**src/logic/afio_pkg.sv**
```systemverilog
// shared constants and helpers for the axis feedback and i/o unit
`default_nettype none
package afio_pkg;
	localparam int CLK_HZ = 40_000_000;
	localparam int N_AXES = 4;
	localparam int N_ENC = 6;
	localparam int AUX1_IDX = 4;
	localparam int AUX2_IDX = 5;
	localparam int POS_W = 32;
	// sample period of velocity and timer interrupt
	localparam int TICK_PERIOD_US = 1000;
	localparam int TICK_CYCLES_DEF = TICK_PERIOD_US * (CLK_HZ / 1_000_000);
	localparam int TICK_CNT_W = 16;
	// register byte offsets
	localparam logic [7:0] OFS_ENC_DIR = 8'h00;
	localparam logic [7:0] OFS_GP_IN = 8'h04;
	localparam logic [7:0] OFS_GP_OUT = 8'h08;
	localparam logic [7:0] OFS_AUX_SEL = 8'h0c;
	localparam logic [7:0] OFS_AUX_POS = 8'h10;
	localparam logic [7:0] OFS_AUX_VEL = 8'h14;
	localparam logic [7:0] OFS_BRK_ARM = 8'h18;
	localparam logic [7:0] OFS_AUTO_COMMIT = 8'h1c;
	localparam logic [7:0] OFS_IRQ_SRC = 8'h20;
	localparam logic [7:0] OFS_INT_STS = 8'h24;
	localparam logic [7:0] OFS_INT_MASK = 8'h28;
	localparam logic [3:0] OFS_AXIS_STS_PAGE = 4'h3;
	// fields and reset values
	localparam int ENC_DIR_W = 6;
	localparam logic [5:0] ENC_DIR_RST = 6'h00;
	localparam logic [15:0] GPO_RST = 16'h0000;
	localparam logic [1:0] AUX_SEL_NO1 = 2'h1;
	localparam logic [1:0] AUX_SEL_NO2 = 2'h2;
	localparam int STS_EVT_W = 8;
	localparam int STS_BRK_BIT = 2;
	localparam int INT_W = 5;
	localparam int INT_TICK_BIT = 4;
	localparam logic [4:0] INT_EVENT_SRC = 5'h0f;
	localparam logic [4:0] INT_TIMER_SRC = 5'h10;
	localparam logic IRQ_SRC_TIMER = 1'b0;
	localparam logic IRQ_SRC_EVENT = 1'b1;

	typedef enum logic [1:0] {
		BRK_IDLE = 2'b01,
		BRK_ARMED = 2'b10
	} afio_brk_state_t;

	// byte-lane merge of a wishbone write
	function automatic logic [31:0] wb_merge(input logic [31:0] old_v,
		input logic [31:0] new_v, input logic [3:0] sel);
		logic [31:0] r;
		r = old_v;
		for (int k = 0; k < 4; k++)
		begin
			if (sel[k])
				r[8*k +: 8] = new_v[8*k +: 8];
		end
		return r;
	endfunction
endpackage
`default_nettype wire

```
**src/logic/afio_enc_if.sv**
```systemverilog
// link between an encoder counter and its owner
`default_nettype none
interface afio_enc_if;
	logic reverse;
	logic [31:0] pos;
	modport counter (input reverse, output pos);
	modport owner (output reverse, input pos);
endinterface
`default_nettype wire

```
**src/logic/afio_quad_counter.sv**
```systemverilog
// quadrature position counter with direction reversal
`default_nettype none
module afio_quad_counter
	import afio_pkg::*;
(
	// clock and reset
	input wire logic sys_clk_in,
	input wire logic nrst_in,
	// encoder phases
	input wire logic enc_a_in,
	input wire logic enc_b_in,
	// owner side
	afio_enc_if.counter enc_io
);
	logic a_reg;
	logic b_reg;
	logic [POS_W-1:0] pos_reg;
	logic [POS_W-1:0] pos_next;
	wire logic step = (enc_a_in ^ a_reg) ^ (enc_b_in ^ b_reg);
	// reversal flips only new steps, never the stored count
	wire logic up = (enc_a_in ^ b_reg) ^ enc_io.reverse; // [RQ3] [RQ15]

	assign pos_next = !step ? pos_reg :
		(up ? pos_reg + 32'h1 : pos_reg - 32'h1);
	assign enc_io.pos = pos_reg;

	always_ff @(posedge sys_clk_in)
	begin
		if (!nrst_in)
		begin
			a_reg <= 1'b0;
			b_reg <= 1'b0;
			pos_reg <= '0;
		end
		else
		begin
			a_reg <= enc_a_in;
			b_reg <= enc_b_in;
			pos_reg <= pos_next;
		end
	end
endmodule // afio_quad_counter
`default_nettype wire

```
**src/logic/afio_home_brk.sv**
```systemverilog
// one-shot home switch breakpoint of one axis
`default_nettype none
module afio_home_brk
	import afio_pkg::*;
(
	// clock and reset
	input wire logic sys_clk_in,
	input wire logic nrst_in,
	// control
	input wire logic arm_in,
	input wire logic home_in,
	// state and trigger
	output logic armed_out,
	output logic hit_out
);
	afio_brk_state_t state_reg;
	afio_brk_state_t state_next;

	assign armed_out = state_reg == BRK_ARMED;
	assign hit_out = armed_out & home_in; // [RQ8]

	// a fresh arm in the trigger cycle keeps the breakpoint armed
	always_comb
	begin
		state_next = state_reg;
		unique case (state_reg)
			BRK_IDLE:
				if (arm_in)
					state_next = BRK_ARMED;
			BRK_ARMED:
				if (home_in && !arm_in)
					state_next = BRK_IDLE; // [RQ9]
			default:
				state_next = BRK_IDLE;
		endcase
	end

	always_ff @(posedge sys_clk_in)
	begin
		if (!nrst_in)
			state_reg <= BRK_IDLE;
		else
			state_reg <= state_next;
	end
endmodule // afio_home_brk
`default_nettype wire

```
**src/logic/afio_unit.sv**
```systemverilog
// axis feedback and general i/o unit with wishbone register slave
// Summary of operation
// [RQ1] Two auxiliary counters; selected counter's position is read by host.
// [RQ2] Velocity of the selected auxiliary counter is measured and readable.
// [RQ3] Reversal bit one inverts an encoder's counting; zero leaves it alone.
// [RQ4] Bits 0-3 axes, 4 and 5 auxiliaries; bits 6-15 unused, zero.
// [RQ5] All reversal bits are zero after reset.
// [RQ6] Sixteen general input lines read as one word, bit n is line n.
// [RQ7] Written word drives general output line n from bit n.
// [RQ8] Armed home breakpoint sets axis breakpoint flag when home is active.
// [RQ9] A triggered breakpoint disarms until the host arms it again.
// [RQ10] Trigger with auto-commit set commits the axis's buffered parameters.
// [RQ11] Event mode takes the interrupt from axis events, not the timer.
// [RQ12] Breakpoint flag sits in bit 2 of each axis status word.
// [RQ13] Event flags 0-7 clear on command and set again on next event.
// [RQ14] General outputs are zero after reset until the host writes them.
// [RQ15] Reversal change affects later counts only, not the stored position.
`default_nettype none
module afio_unit
	import afio_pkg::*;
#(
	parameter int TICK_CYCLES = TICK_CYCLES_DEF
)
(
	// clock and reset
	input wire logic sys_clk_in,
	input wire logic nrst_in,
	// wishbone slave
	input wire logic wb_cyc_in,
	input wire logic wb_stb_in,
	input wire logic wb_we_in,
	input wire logic [7:0] wb_adr_in,
	input wire logic [3:0] wb_sel_in,
	input wire logic [31:0] wb_dat_in,
	output logic [31:0] wb_dat_out,
	output logic wb_ack_out,
	// encoders, axes 0-3 then auxiliaries
	input wire logic [N_ENC-1:0] enc_a_in,
	input wire logic [N_ENC-1:0] enc_b_in,
	// axis switches and events
	input wire logic [N_AXES-1:0] home_in,
	input wire logic [N_AXES*STS_EVT_W-1:0] axis_event_in,
	// general purpose lines
	input wire logic [15:0] general_input_line_in,
	output logic [15:0] general_output_line_out,
	// commit and interrupt
	output logic [N_AXES-1:0] axis_commit_out,
	output logic irq_out
);
	logic ack_reg;
	logic [31:0] dat_reg;
	logic [ENC_DIR_W-1:0] enc_dir_reg;
	logic [15:0] gpo_reg;
	logic [1:0] aux_sel_reg;
	logic [N_AXES-1:0] auto_commit_reg;
	logic irq_src_reg;
	logic [INT_W-1:0] int_sts_reg;
	logic [INT_W-1:0] int_sts_next;
	logic [INT_W-1:0] int_mask_reg;
	logic [N_AXES-1:0] commit_reg;
	logic [STS_EVT_W-1:0] axis_evt_reg [N_AXES];
	logic [POS_W-1:0] last_pos_reg [2];
	logic [POS_W-1:0] vel_reg [2];
	logic [TICK_CNT_W-1:0] tick_cnt_reg;
	logic [N_AXES-1:0] brk_armed;
	logic [N_AXES-1:0] brk_hit;
	logic [N_AXES-1:0] axis_any;
	logic [31:0] rd_mux;

	afio_enc_if enc_if [N_ENC] ();

	// bus decode
	wire logic req = wb_cyc_in & wb_stb_in;
	wire logic rd_take = req & ~ack_reg;
	wire logic wr_fire = req & wb_we_in & ack_reg;
	wire logic hit_dir = wb_adr_in == OFS_ENC_DIR;
	wire logic hit_gpi = wb_adr_in == OFS_GP_IN;
	wire logic hit_gpo = wb_adr_in == OFS_GP_OUT;
	wire logic hit_auxsel = wb_adr_in == OFS_AUX_SEL;
	wire logic hit_auxpos = wb_adr_in == OFS_AUX_POS;
	wire logic hit_auxvel = wb_adr_in == OFS_AUX_VEL;
	wire logic hit_arm = wb_adr_in == OFS_BRK_ARM;
	wire logic hit_auto = wb_adr_in == OFS_AUTO_COMMIT;
	wire logic hit_src = wb_adr_in == OFS_IRQ_SRC;
	wire logic hit_ists = wb_adr_in == OFS_INT_STS;
	wire logic hit_imask = wb_adr_in == OFS_INT_MASK;
	wire logic hit_axsts = wb_adr_in[7:4] == OFS_AXIS_STS_PAGE;
	wire logic [1:0] ax_idx = wb_adr_in[3:2];
	wire logic [31:0] wr_word = wb_merge(32'h0, wb_dat_in, wb_sel_in);
	wire logic [31:0] dir_merged = wb_merge({26'h0, enc_dir_reg}, wb_dat_in,
		wb_sel_in);
	wire logic [31:0] gpo_merged = wb_merge({16'h0, gpo_reg}, wb_dat_in,
		wb_sel_in);
	wire logic aux_is2 = aux_sel_reg == AUX_SEL_NO2;
	wire logic tick = tick_cnt_reg == TICK_CNT_W'(TICK_CYCLES - 1);
	wire logic [31:0] aux_pos [2];
	wire logic [INT_W-1:0] src_gate =
		irq_src_reg == IRQ_SRC_EVENT ? INT_EVENT_SRC : INT_TIMER_SRC;

	assign aux_pos[0] = enc_if[AUX1_IDX].pos; // [RQ1]
	assign aux_pos[1] = enc_if[AUX2_IDX].pos;

	genvar g;
	generate
		for (g = 0; g < N_ENC; g++)
		begin : g_enc
			assign enc_if[g].reverse = enc_dir_reg[g]; // [RQ4]
			afio_quad_counter u_cnt (
				.sys_clk_in(sys_clk_in),
				.nrst_in(nrst_in),
				.enc_a_in(enc_a_in[g]),
				.enc_b_in(enc_b_in[g]),
				.enc_io(enc_if[g].counter)
			);
		end
		for (g = 0; g < N_AXES; g++)
		begin : g_axis
			afio_home_brk u_brk (
				.sys_clk_in(sys_clk_in),
				.nrst_in(nrst_in),
				.arm_in(wr_fire & hit_arm & wr_word[g]),
				.home_in(home_in[g]),
				.armed_out(brk_armed[g]),
				.hit_out(brk_hit[g])
			);
			assign axis_any[g] = |axis_event_in[g*STS_EVT_W +: STS_EVT_W]
				| brk_hit[g];
			always_ff @(posedge sys_clk_in)
			begin
				if (!nrst_in)
					axis_evt_reg[g] <= '0;
				else
					axis_evt_reg[g] <= (axis_evt_reg[g] &
						~((wr_fire && hit_axsts && ax_idx == 2'(g)) ?
						wr_word[STS_EVT_W-1:0] : 8'h00)) | // [RQ13]
						axis_event_in[g*STS_EVT_W +: STS_EVT_W] |
						(8'(brk_hit[g]) << STS_BRK_BIT); // [RQ12]
			end
		end
	endgenerate

	// read data: unmapped and write-only addresses read zero
	always_comb
	begin
		rd_mux = 32'h0;
		if (hit_dir)
			rd_mux = {26'h0, enc_dir_reg}; // [RQ4]
		else if (hit_gpi)
			rd_mux = {16'h0, general_input_line_in}; // [RQ6]
		else if (hit_auxsel)
			rd_mux = {30'h0, aux_sel_reg};
		else if (hit_auxpos)
			rd_mux = aux_pos[aux_is2]; // [RQ1]
		else if (hit_auxvel)
			rd_mux = vel_reg[aux_is2]; // [RQ2]
		else if (hit_arm)
			rd_mux = {28'h0, brk_armed};
		else if (hit_auto)
			rd_mux = {28'h0, auto_commit_reg};
		else if (hit_src)
			rd_mux = {31'h0, irq_src_reg};
		else if (hit_ists)
			rd_mux = {27'h0, int_sts_reg};
		else if (hit_imask)
			rd_mux = {27'h0, int_mask_reg};
		else if (hit_axsts)
			rd_mux = {18'h0, ax_idx, 4'h0, axis_evt_reg[ax_idx]};
	end

	always_ff @(posedge sys_clk_in)
	begin
		if (!nrst_in)
		begin
			ack_reg <= 1'b0;
			dat_reg <= 32'h0;
		end
		else
		begin
			ack_reg <= rd_take;
			if (rd_take)
				dat_reg <= rd_mux;
		end
	end

	assign wb_ack_out = ack_reg;
	assign wb_dat_out = dat_reg;

	// software-written control
	always_ff @(posedge sys_clk_in)
	begin
		if (!nrst_in)
		begin
			enc_dir_reg <= ENC_DIR_RST; // [RQ5]
			gpo_reg <= GPO_RST; // [RQ14]
			aux_sel_reg <= AUX_SEL_NO1;
			auto_commit_reg <= '0;
			irq_src_reg <= IRQ_SRC_TIMER;
			int_mask_reg <= '0;
		end
		else if (wr_fire)
		begin
			if (hit_dir)
				enc_dir_reg <= dir_merged[ENC_DIR_W-1:0]; // [RQ3] [RQ4]
			if (hit_gpo)
				gpo_reg <= gpo_merged[15:0]; // [RQ7]
			if (hit_auxsel && (wb_sel_in[0]) &&
				(wb_dat_in[1:0] == AUX_SEL_NO1 ||
				wb_dat_in[1:0] == AUX_SEL_NO2))
				aux_sel_reg <= wb_dat_in[1:0];
			if (hit_auto && wb_sel_in[0])
				auto_commit_reg <= wb_dat_in[N_AXES-1:0];
			if (hit_src && wb_sel_in[0])
				irq_src_reg <= wb_dat_in[0]; // [RQ11]
			if (hit_imask && wb_sel_in[0])
				int_mask_reg <= wb_dat_in[INT_W-1:0];
		end
	end

	assign general_output_line_out = gpo_reg;

	// sticky interrupt status, a new event beats a clear
	assign int_sts_next = (int_sts_reg & ~((wr_fire && hit_ists) ?
		wr_word[INT_W-1:0] : 5'h00)) | {tick, axis_any};

	// sample clock, commit pulses and velocity
	always_ff @(posedge sys_clk_in)
	begin
		if (!nrst_in)
		begin
			tick_cnt_reg <= '0;
			int_sts_reg <= '0;
			commit_reg <= '0;
			last_pos_reg <= '{default: '0};
			vel_reg <= '{default: '0};
		end
		else
		begin
			tick_cnt_reg <= tick ? '0 : tick_cnt_reg + 16'h1;
			int_sts_reg <= int_sts_next;
			commit_reg <= brk_hit & auto_commit_reg; // [RQ10]
			if (tick)
			begin
				for (int k = 0; k < 2; k++)
				begin
					vel_reg[k] <= aux_pos[k] - last_pos_reg[k]; // [RQ2]
					last_pos_reg[k] <= aux_pos[k];
				end
			end
		end
	end

	assign axis_commit_out = commit_reg;
	assign irq_out = |(int_sts_reg & int_mask_reg & src_gate); // [RQ11]
endmodule // afio_unit
`default_nettype wire

```
**config.mk**
```make
export PLATFORM = sky130hd
export DESIGN_NAME = afio_unit
export DESIGN_NICKNAME = d
export VERILOG_FILES = /design/src/logic/afio_pkg.sv /design/src/logic/afio_enc_if.sv /design/src/logic/afio_quad_counter.sv /design/src/logic/afio_home_brk.sv /design/src/logic/afio_unit.sv
export SDC_FILE = /design/constraint.sdc
export NUM_CORES = 1
export LEC_CHECK = 0
export BUFFER_PORTS_ARGS = -buffer_cell sky130_fd_sc_hd__buf_2
export CORE_ASPECT_RATIO = 1.5
export CORE_MARGIN = 3
export CORE_UTILIZATION = 30
export CTS_BUF_LIST = sky130_fd_sc_hd__clkbuf_4 sky130_fd_sc_hd__clkbuf_8
export DETAILED_ROUTE_END_ITERATION = 10
export PLACE_DENSITY = 0.47
export REMOVE_ABC_BUFFERS = 1
export SYNTH_ARGS = -nofsm -noshare
export SYNTH_HDL_FRONTEND = slang
export SYNTH_HIERARCHICAL = 1
export SYNTH_SLANG_ARGS = --single-unit
```
**constraint.sdc**
```tcl
create_clock -name sys_clk_in -period 3.85 [get_ports sys_clk_in]
set_input_delay 0.1925 -clock sys_clk_in [delete_from_list [all_inputs] [get_ports sys_clk_in]]
set_output_delay 0.1925 -clock sys_clk_in [all_outputs]
set_load 0.01 [all_outputs]
```
## Word level (Yosys, flattened, before mapping)

Memory sizes are Yosys's and may differ from the RTL's.
Cells that the tools add are included.
Widths: inputs -> output; s select.

- Register bits after elaboration: 296
- Bits in writable memories: 32
- Bits of input ports: 113
- Output and inout bits: 54
- Logic and storage cells: 208
- Memories: 1

- Add/sub/neg operators: 7
- Magnitude comparators: 1
- Eq/ne operators: 34
- Mux-type cells: 44
- Bitwise gates (word level): 56
- Reductions and logical operators: 39

Memories:

| memory | words | width | read ports | clocked after memory_dff | wr ports | line | RTL |
|---|---|---|---|---|---|---|---|
| axis_evt_reg | 4 | 8 | 5 | 0 | 4 | afio_unit.sv:61 | `logic [STS_EVT_W-1:0] axis_evt_reg [N_AXES];` |

Operators with widths:

| operator | number |
|---|---|
| $mux 32 | 13 |
| $mux 14 | 6 |
| $mux 8 | 9 |
| $add 32x1->32 const B | 2 |
| $sub 32x1->32 const B | 2 |
| $sub 32x32->32 | 2 |
| $and 8x8->8 | 4 |
| $eq 8x5->1 const B | 4 |
| $not 8->8 | 4 |
| $or 8x3->8 | 4 |
| $or 8x8->8 | 4 |
| $reduce_or 8->1 | 4 |
| $eq 8x6->1 const B | 3 |
| $add 16x1->16 const B | 1 |
| $eq 16x16->1 const B | 1 |
| $eq 2x2->1 const B | 8 |
| $eq 8x4->1 const B | 2 |
| $mux 2 | 8 |
| $pmux 2 s2 | 4 |
| $reduce_and 2->1 | 8 |
| $and 5x5->5 | 3 |
| $logic_and 1x1->1 | 15 |
| $and 1x1->1 | 13 |
| $eq 2x1->1 const B | 6 |
| other kinds (21) | 51 |

## Logic depth before layout (Yosys ltp)

- Word-level depth: 12
- Gate-level depth with buffers: 13
- Gate-level depth less buffers: 13

## By module

The synthesis kept the hierarchy.

Modules (own cells, without submodules):

| module | instances | cells an instance | area an instance (um^2) | sequential area each (um^2) |
|---|---|---|---|---|
| afio_unit | 1 | 1725 | 13513.0 | 5044.8 |
| afio_quad_counter | 2 | 388 | 2884.0 | 680.7 |
| afio_home_brk | 4 | 9 | 91.3 | 40.0 |

## Worst setup path after synthesis

OpenSTA, ideal clock, no wires.

- Path kind: flip-flop to flip-flop
- Start point: reg enc_dir_reg[4]
- End point: reg g_enc[4].u_cnt.pos_reg[20]
- Library setup time: 0.072 ns
- Arrival time: 3.051 ns
- Required time: 3.778 ns
- Slack: 0.728 ns
- Stages on the path, launching flop included: 14
- Buffers on the path: 4
- Clock period less this slack: 3.122 ns
- Cells stage by stage: dfxtp_1 -> xor3_1 -> buf_6 -> buf_2 -> buf_2 -> buf_2 -> xnor2_1 -> ha_1 -> nor4_1 -> o2111a_1 -> o21bai_2 -> a211o_1 -> a21oi_1 -> mux2i_1

- Word-level cells in the longest chain between the ends: 2

RTL lines:

| element | line | RTL |
|---|---|---|
| start: declaration | afio_unit.sv:52 | `logic [ENC_DIR_W-1:0] enc_dir_reg;` |
| start signal: assignment | afio_unit.sv:203 | `enc_dir_reg <= dir_merged[ENC_DIR_W-1:0];` |
| $xor 1x1->1 | afio_quad_counter.sv:21 | `wire logic up = (enc_a_in ^ b_reg) ^ enc_io.reverse;` |
| $mux 32 | afio_quad_counter.sv:24 | `(up ? pos_reg + 32'h1 : pos_reg - 32'h1);` |
| end signal: assignment | afio_quad_counter.sv:39 | `pos_reg <= pos_next;` |
| end: declaration | afio_quad_counter.sv:17 | `logic [POS_W-1:0] pos_reg;` |

Every way passes these cells.
A chain may end at the register's enable or synchronous reset.

## Final worst setup path

- Start point: reg g_enc[5].u_cnt.pos_reg[0]
- End point: reg vel_reg[30] in the netlist's numbering

- Word-level cells in the longest chain between the ends: 1

RTL lines:

| element | line | RTL |
|---|---|---|
| start: declaration | afio_quad_counter.sv:17 |  |
| start signal: assignment | afio_quad_counter.sv:39 |  |
| $sub 32x32->32 | afio_unit.sv:245 | `vel_reg[k] <= aux_pos[k] - last_pos_reg[k];` |
| end signal: indexed assignment | afio_unit.sv:245 |  |
| end: declaration | afio_unit.sv:63 | `logic [POS_W-1:0] vel_reg [2];` |

Every way passes these cells.

==> metrics.txt <==
initial core utilization 30.4%; via count 19500; met2 wire length 33600 um; Crit Path Max Fanout 3; final instance area 0.0236 mm^2; IO Port Bufs 140; Final WS setup around 0.6 ns; Top Metal Used met4; RSZ-0062 raised after global routing no; CTS clk-pin slew, worst paths around 0.06 ns; cell family with most CP delay compound AO/OA/AOI/OAI gates; routed length on met1 28800 um; dpl ws between 0.5 and 0.6 ns; Post-Synthesis Cells 2537; Iteration-0 DRC Markers 1380; Peak supply drop 0.000260 V; Worst Path Buf+Inv 1; die span in y 319 um; Avg WL per Cell 19.1 um; largest net degree at the start of global routing 96; core area about 0.065 mm^2; fmax between 0.3 and 0.4 GHz; most frequent cell after synthesis nand2_1; post-synth top area share between 30% and 40%; setup TNS 0 ns; # nets final 2931; PwrDens slightly below 700 mW/mm^2; critical path startpoint category flip-flop; Post-synth EDFFs 0; Post-DRT Antenna Nets 0; Placer Congestion 0.894; ys async rst share 0%; worst path required time about 4.4 ns; global route overflow 0; Clock Latency Late Sink between 0.6 and 0.7 ns; synthesis-to-layout area growth 20.1%; post-synthesis sequential area ratio about 33%; Layout Cells excl Fill 3658; boundary pin count roughly 170; metal3 WL about 3200 um; Arr. time, crit path 3.79 ns; worst slew pin tran 1.03 ns; first-pass GRT wire length 107000 um; Post-Route WL 69800 um; syn avg cell area 7.74 um^2; slowest CP cell a31oi_1; DRC viols 0; layout cell share with drive strength beyond 1 a little over an eighth; DP HPWL just over 50000 um; min Tclk post-route 3.25 ns; TritonCTS Buffers 55; final hold vios 0; worst-path cell chain inv_1 > ha_1 > fa_1 > nand2b_1 > a21oi_1 > o21ba_1 > o21ai_1 > a31oi_1 > a31oi_1 > o21ai_1 > a41oi_2 > mux2i_1 > nand3_1; GRT Util Overall about a fifth; Die Width ~210 um; CTS Sinks ~330; number of max-cap violations 0; initial antenna violation count 1; final worst path period share 84.4%; vias in the first global route 18900; Setup Skew 0.0288 ns; Syn Std Cell Area 0.0196 mm^2; HP Class in -> reg; row count about 110; Synth area leader dfxtp_1; smallest hold slack 0.0732 ns; Root Driver clkbuf_8; vias per cell 5.32; first drt pass iteration count 6; # setup viols final 0; Pleak 0.00945 uW; Area after DPL 0.0215 mm^2; status complete, no violations; CTS H-tree depth 2; Crit path largest cell delay 0.42 ns; maximum clock path buffer count 3; Cells after DPL 3475; Slew HR 31.2%; commonest cells in the netlist nand2_1, dfxtp_1, a21oi_1; total die area slightly below 0.07 mm^2; Yosys Warn Count 6; Distinct cells, synth 78; Slew Limit Fails 0; synthesized flop and latch total 328; CP Capture Type flip-flop; largest cells by area after synthesis dfxtp_1, nand2_1, a21oi_1; CTS tree yes; Top FF cell, synth dfxtp_1; post-CTS setup buffer count 0; kind of critical path reg -> reg
[area by class of cell]
type / count / area, um^2
diodes: 1 / 2.50
clock inverters: 12 / 124
repair buffers: 311 / 2270
clock buffers: 81 / 1040
inverters: 120 / 455
fillers: 6719 / 41000
flip-flops and latches: 328 / 6570
well taps: 870 / 1090
multi-input cells: 1935 / 12000
[per-layer routing]
layer / global-route usage, % / vias up
met4: 11.5 / 0
met2: 33.2 / 593
met5: 0 / -
met1: 23.5 / 9193
li1: - / 9495
met3: 2.44 / 195
[power breakdown]
part / leakage, uW / switching (uW) / total [uW] / internal, uW
combinational: 0.00616 / 4950 / 8440 / 3490
clock: 0.000622 / 1550 / 3410 / 1860
sequential: 0.00266 / 348 / 4010 / 3660
[per-stage QoR]
stage	total power (uW)	utilization [%]
after global placement	12300	33.3
after floorplan	9890	-
after global routing	16900	36.5
after CTS	15900	36.5
final	15900	36.5
after detailed placement	12300	33.3
[final timing paths]
check / from / end / slack (ns) / cells after the start
max: g_enc[5].u_cnt/enc_io.pos[0] / vel_reg[30] / 0.60 / 13
min: wb_sel_in[0] / axis_evt_reg[0][7] / 0.07 / 4
max reg2reg: g_enc[5].u_cnt/enc_io.pos[0] / vel_reg[30] / 0.60 / 13
min reg2reg: last_pos_reg[40] / last_pos_reg[40] / 0.45 / 2
[tightest hold or removal path, stage by stage]
cell and delay [ns]:
buf_2 0.16, nand2_1 0.14, o21ai_0 0.09, a21oi_1 0.13
[kinds of logic (layout without fill, tap and decap cells)]
| kind of cell | count (synthesis) | count (layout) | synth area share [%] |
|---|---|---|---|
| adders and majority gates | 67 | 67 | 4.34 |
| other | 0 | 1 | 0 |
| AOI/OAI and AO/OA | 650 | 650 | 20.4 |
| muxes | 111 | 111 | 6.18 |
| DFF | 328 | 328 | 33.4 |
| xor gates and xnor gates | 107 | 107 | 5.08 |
| buffers and inverters | 274 | 524 | 5.46 |
| and+or+nand+nor | 1000 | 1000 | 25.1 |
[repair_timing]
action / in CTS / in global routing
endpoints found under the hold margin: 109 / 0
resized for setup: 0 / 0
hold buffers: 89 / 0
[layout by cell type, fill, tap and decap left out, types with 9 or more instances in the layout]
| master | Yosys | layout |
|---|---|---|
| buf_2 | 12 | 139 |
| nand2b_1 | 37 | 36 |
| ha_1 | 65 | 65 |
| a21oi_1 | 242 | 242 |
| or4_4 | 9 | 9 |
| o31ai_1 | 11 | 11 |
| a22o_1 | 13 | 13 |
| a31oi_1 | 33 | 33 |
| o22ai_1 | 25 | 25 |
| xnor2_1 | 66 | 64 |
| o211ai_1 | 9 | 9 |
| o21ai_0 | 130 | 130 |
| nor3_1 | 40 | 40 |
| xor2_1 | 37 | 37 |
| or4_1 | 21 | 21 |
| inv_1 | 120 | 119 |
| a221oi_1 | 14 | 14 |
| a41oi_1 | 10 | 10 |
| dlygate4sd3_1 | 0 | 89 |
| clkbuf_8 | 0 | 69 |
| dfxtp_1 | 328 | 328 |
| a22oi_1 | 18 | 18 |
| and3_1 | 44 | 44 |
| mux2i_1 | 101 | 101 |
| and4_1 | 15 | 14 |
| nand2_1 | 345 | 345 |
| buf_4 | 0 | 78 |
| nor2_1 | 223 | 223 |
| o21ai_1 | 17 | 17 |
| and2_1 | 31 | 31 |
| nand4_1 | 38 | 38 |
| o21a_1 | 11 | 11 |
| nand3_1 | 75 | 75 |
| nor2b_1 | 19 | 19 |
| nor4_1 | 45 | 43 |
| clkbuf_4 | 0 | 12 |
| or3_1 | 20 | 20 |
| a21o_1 | 29 | 29 |
| a211oi_1 | 24 | 24 |
No activity file was read; power rests on OpenSTA's default activity.
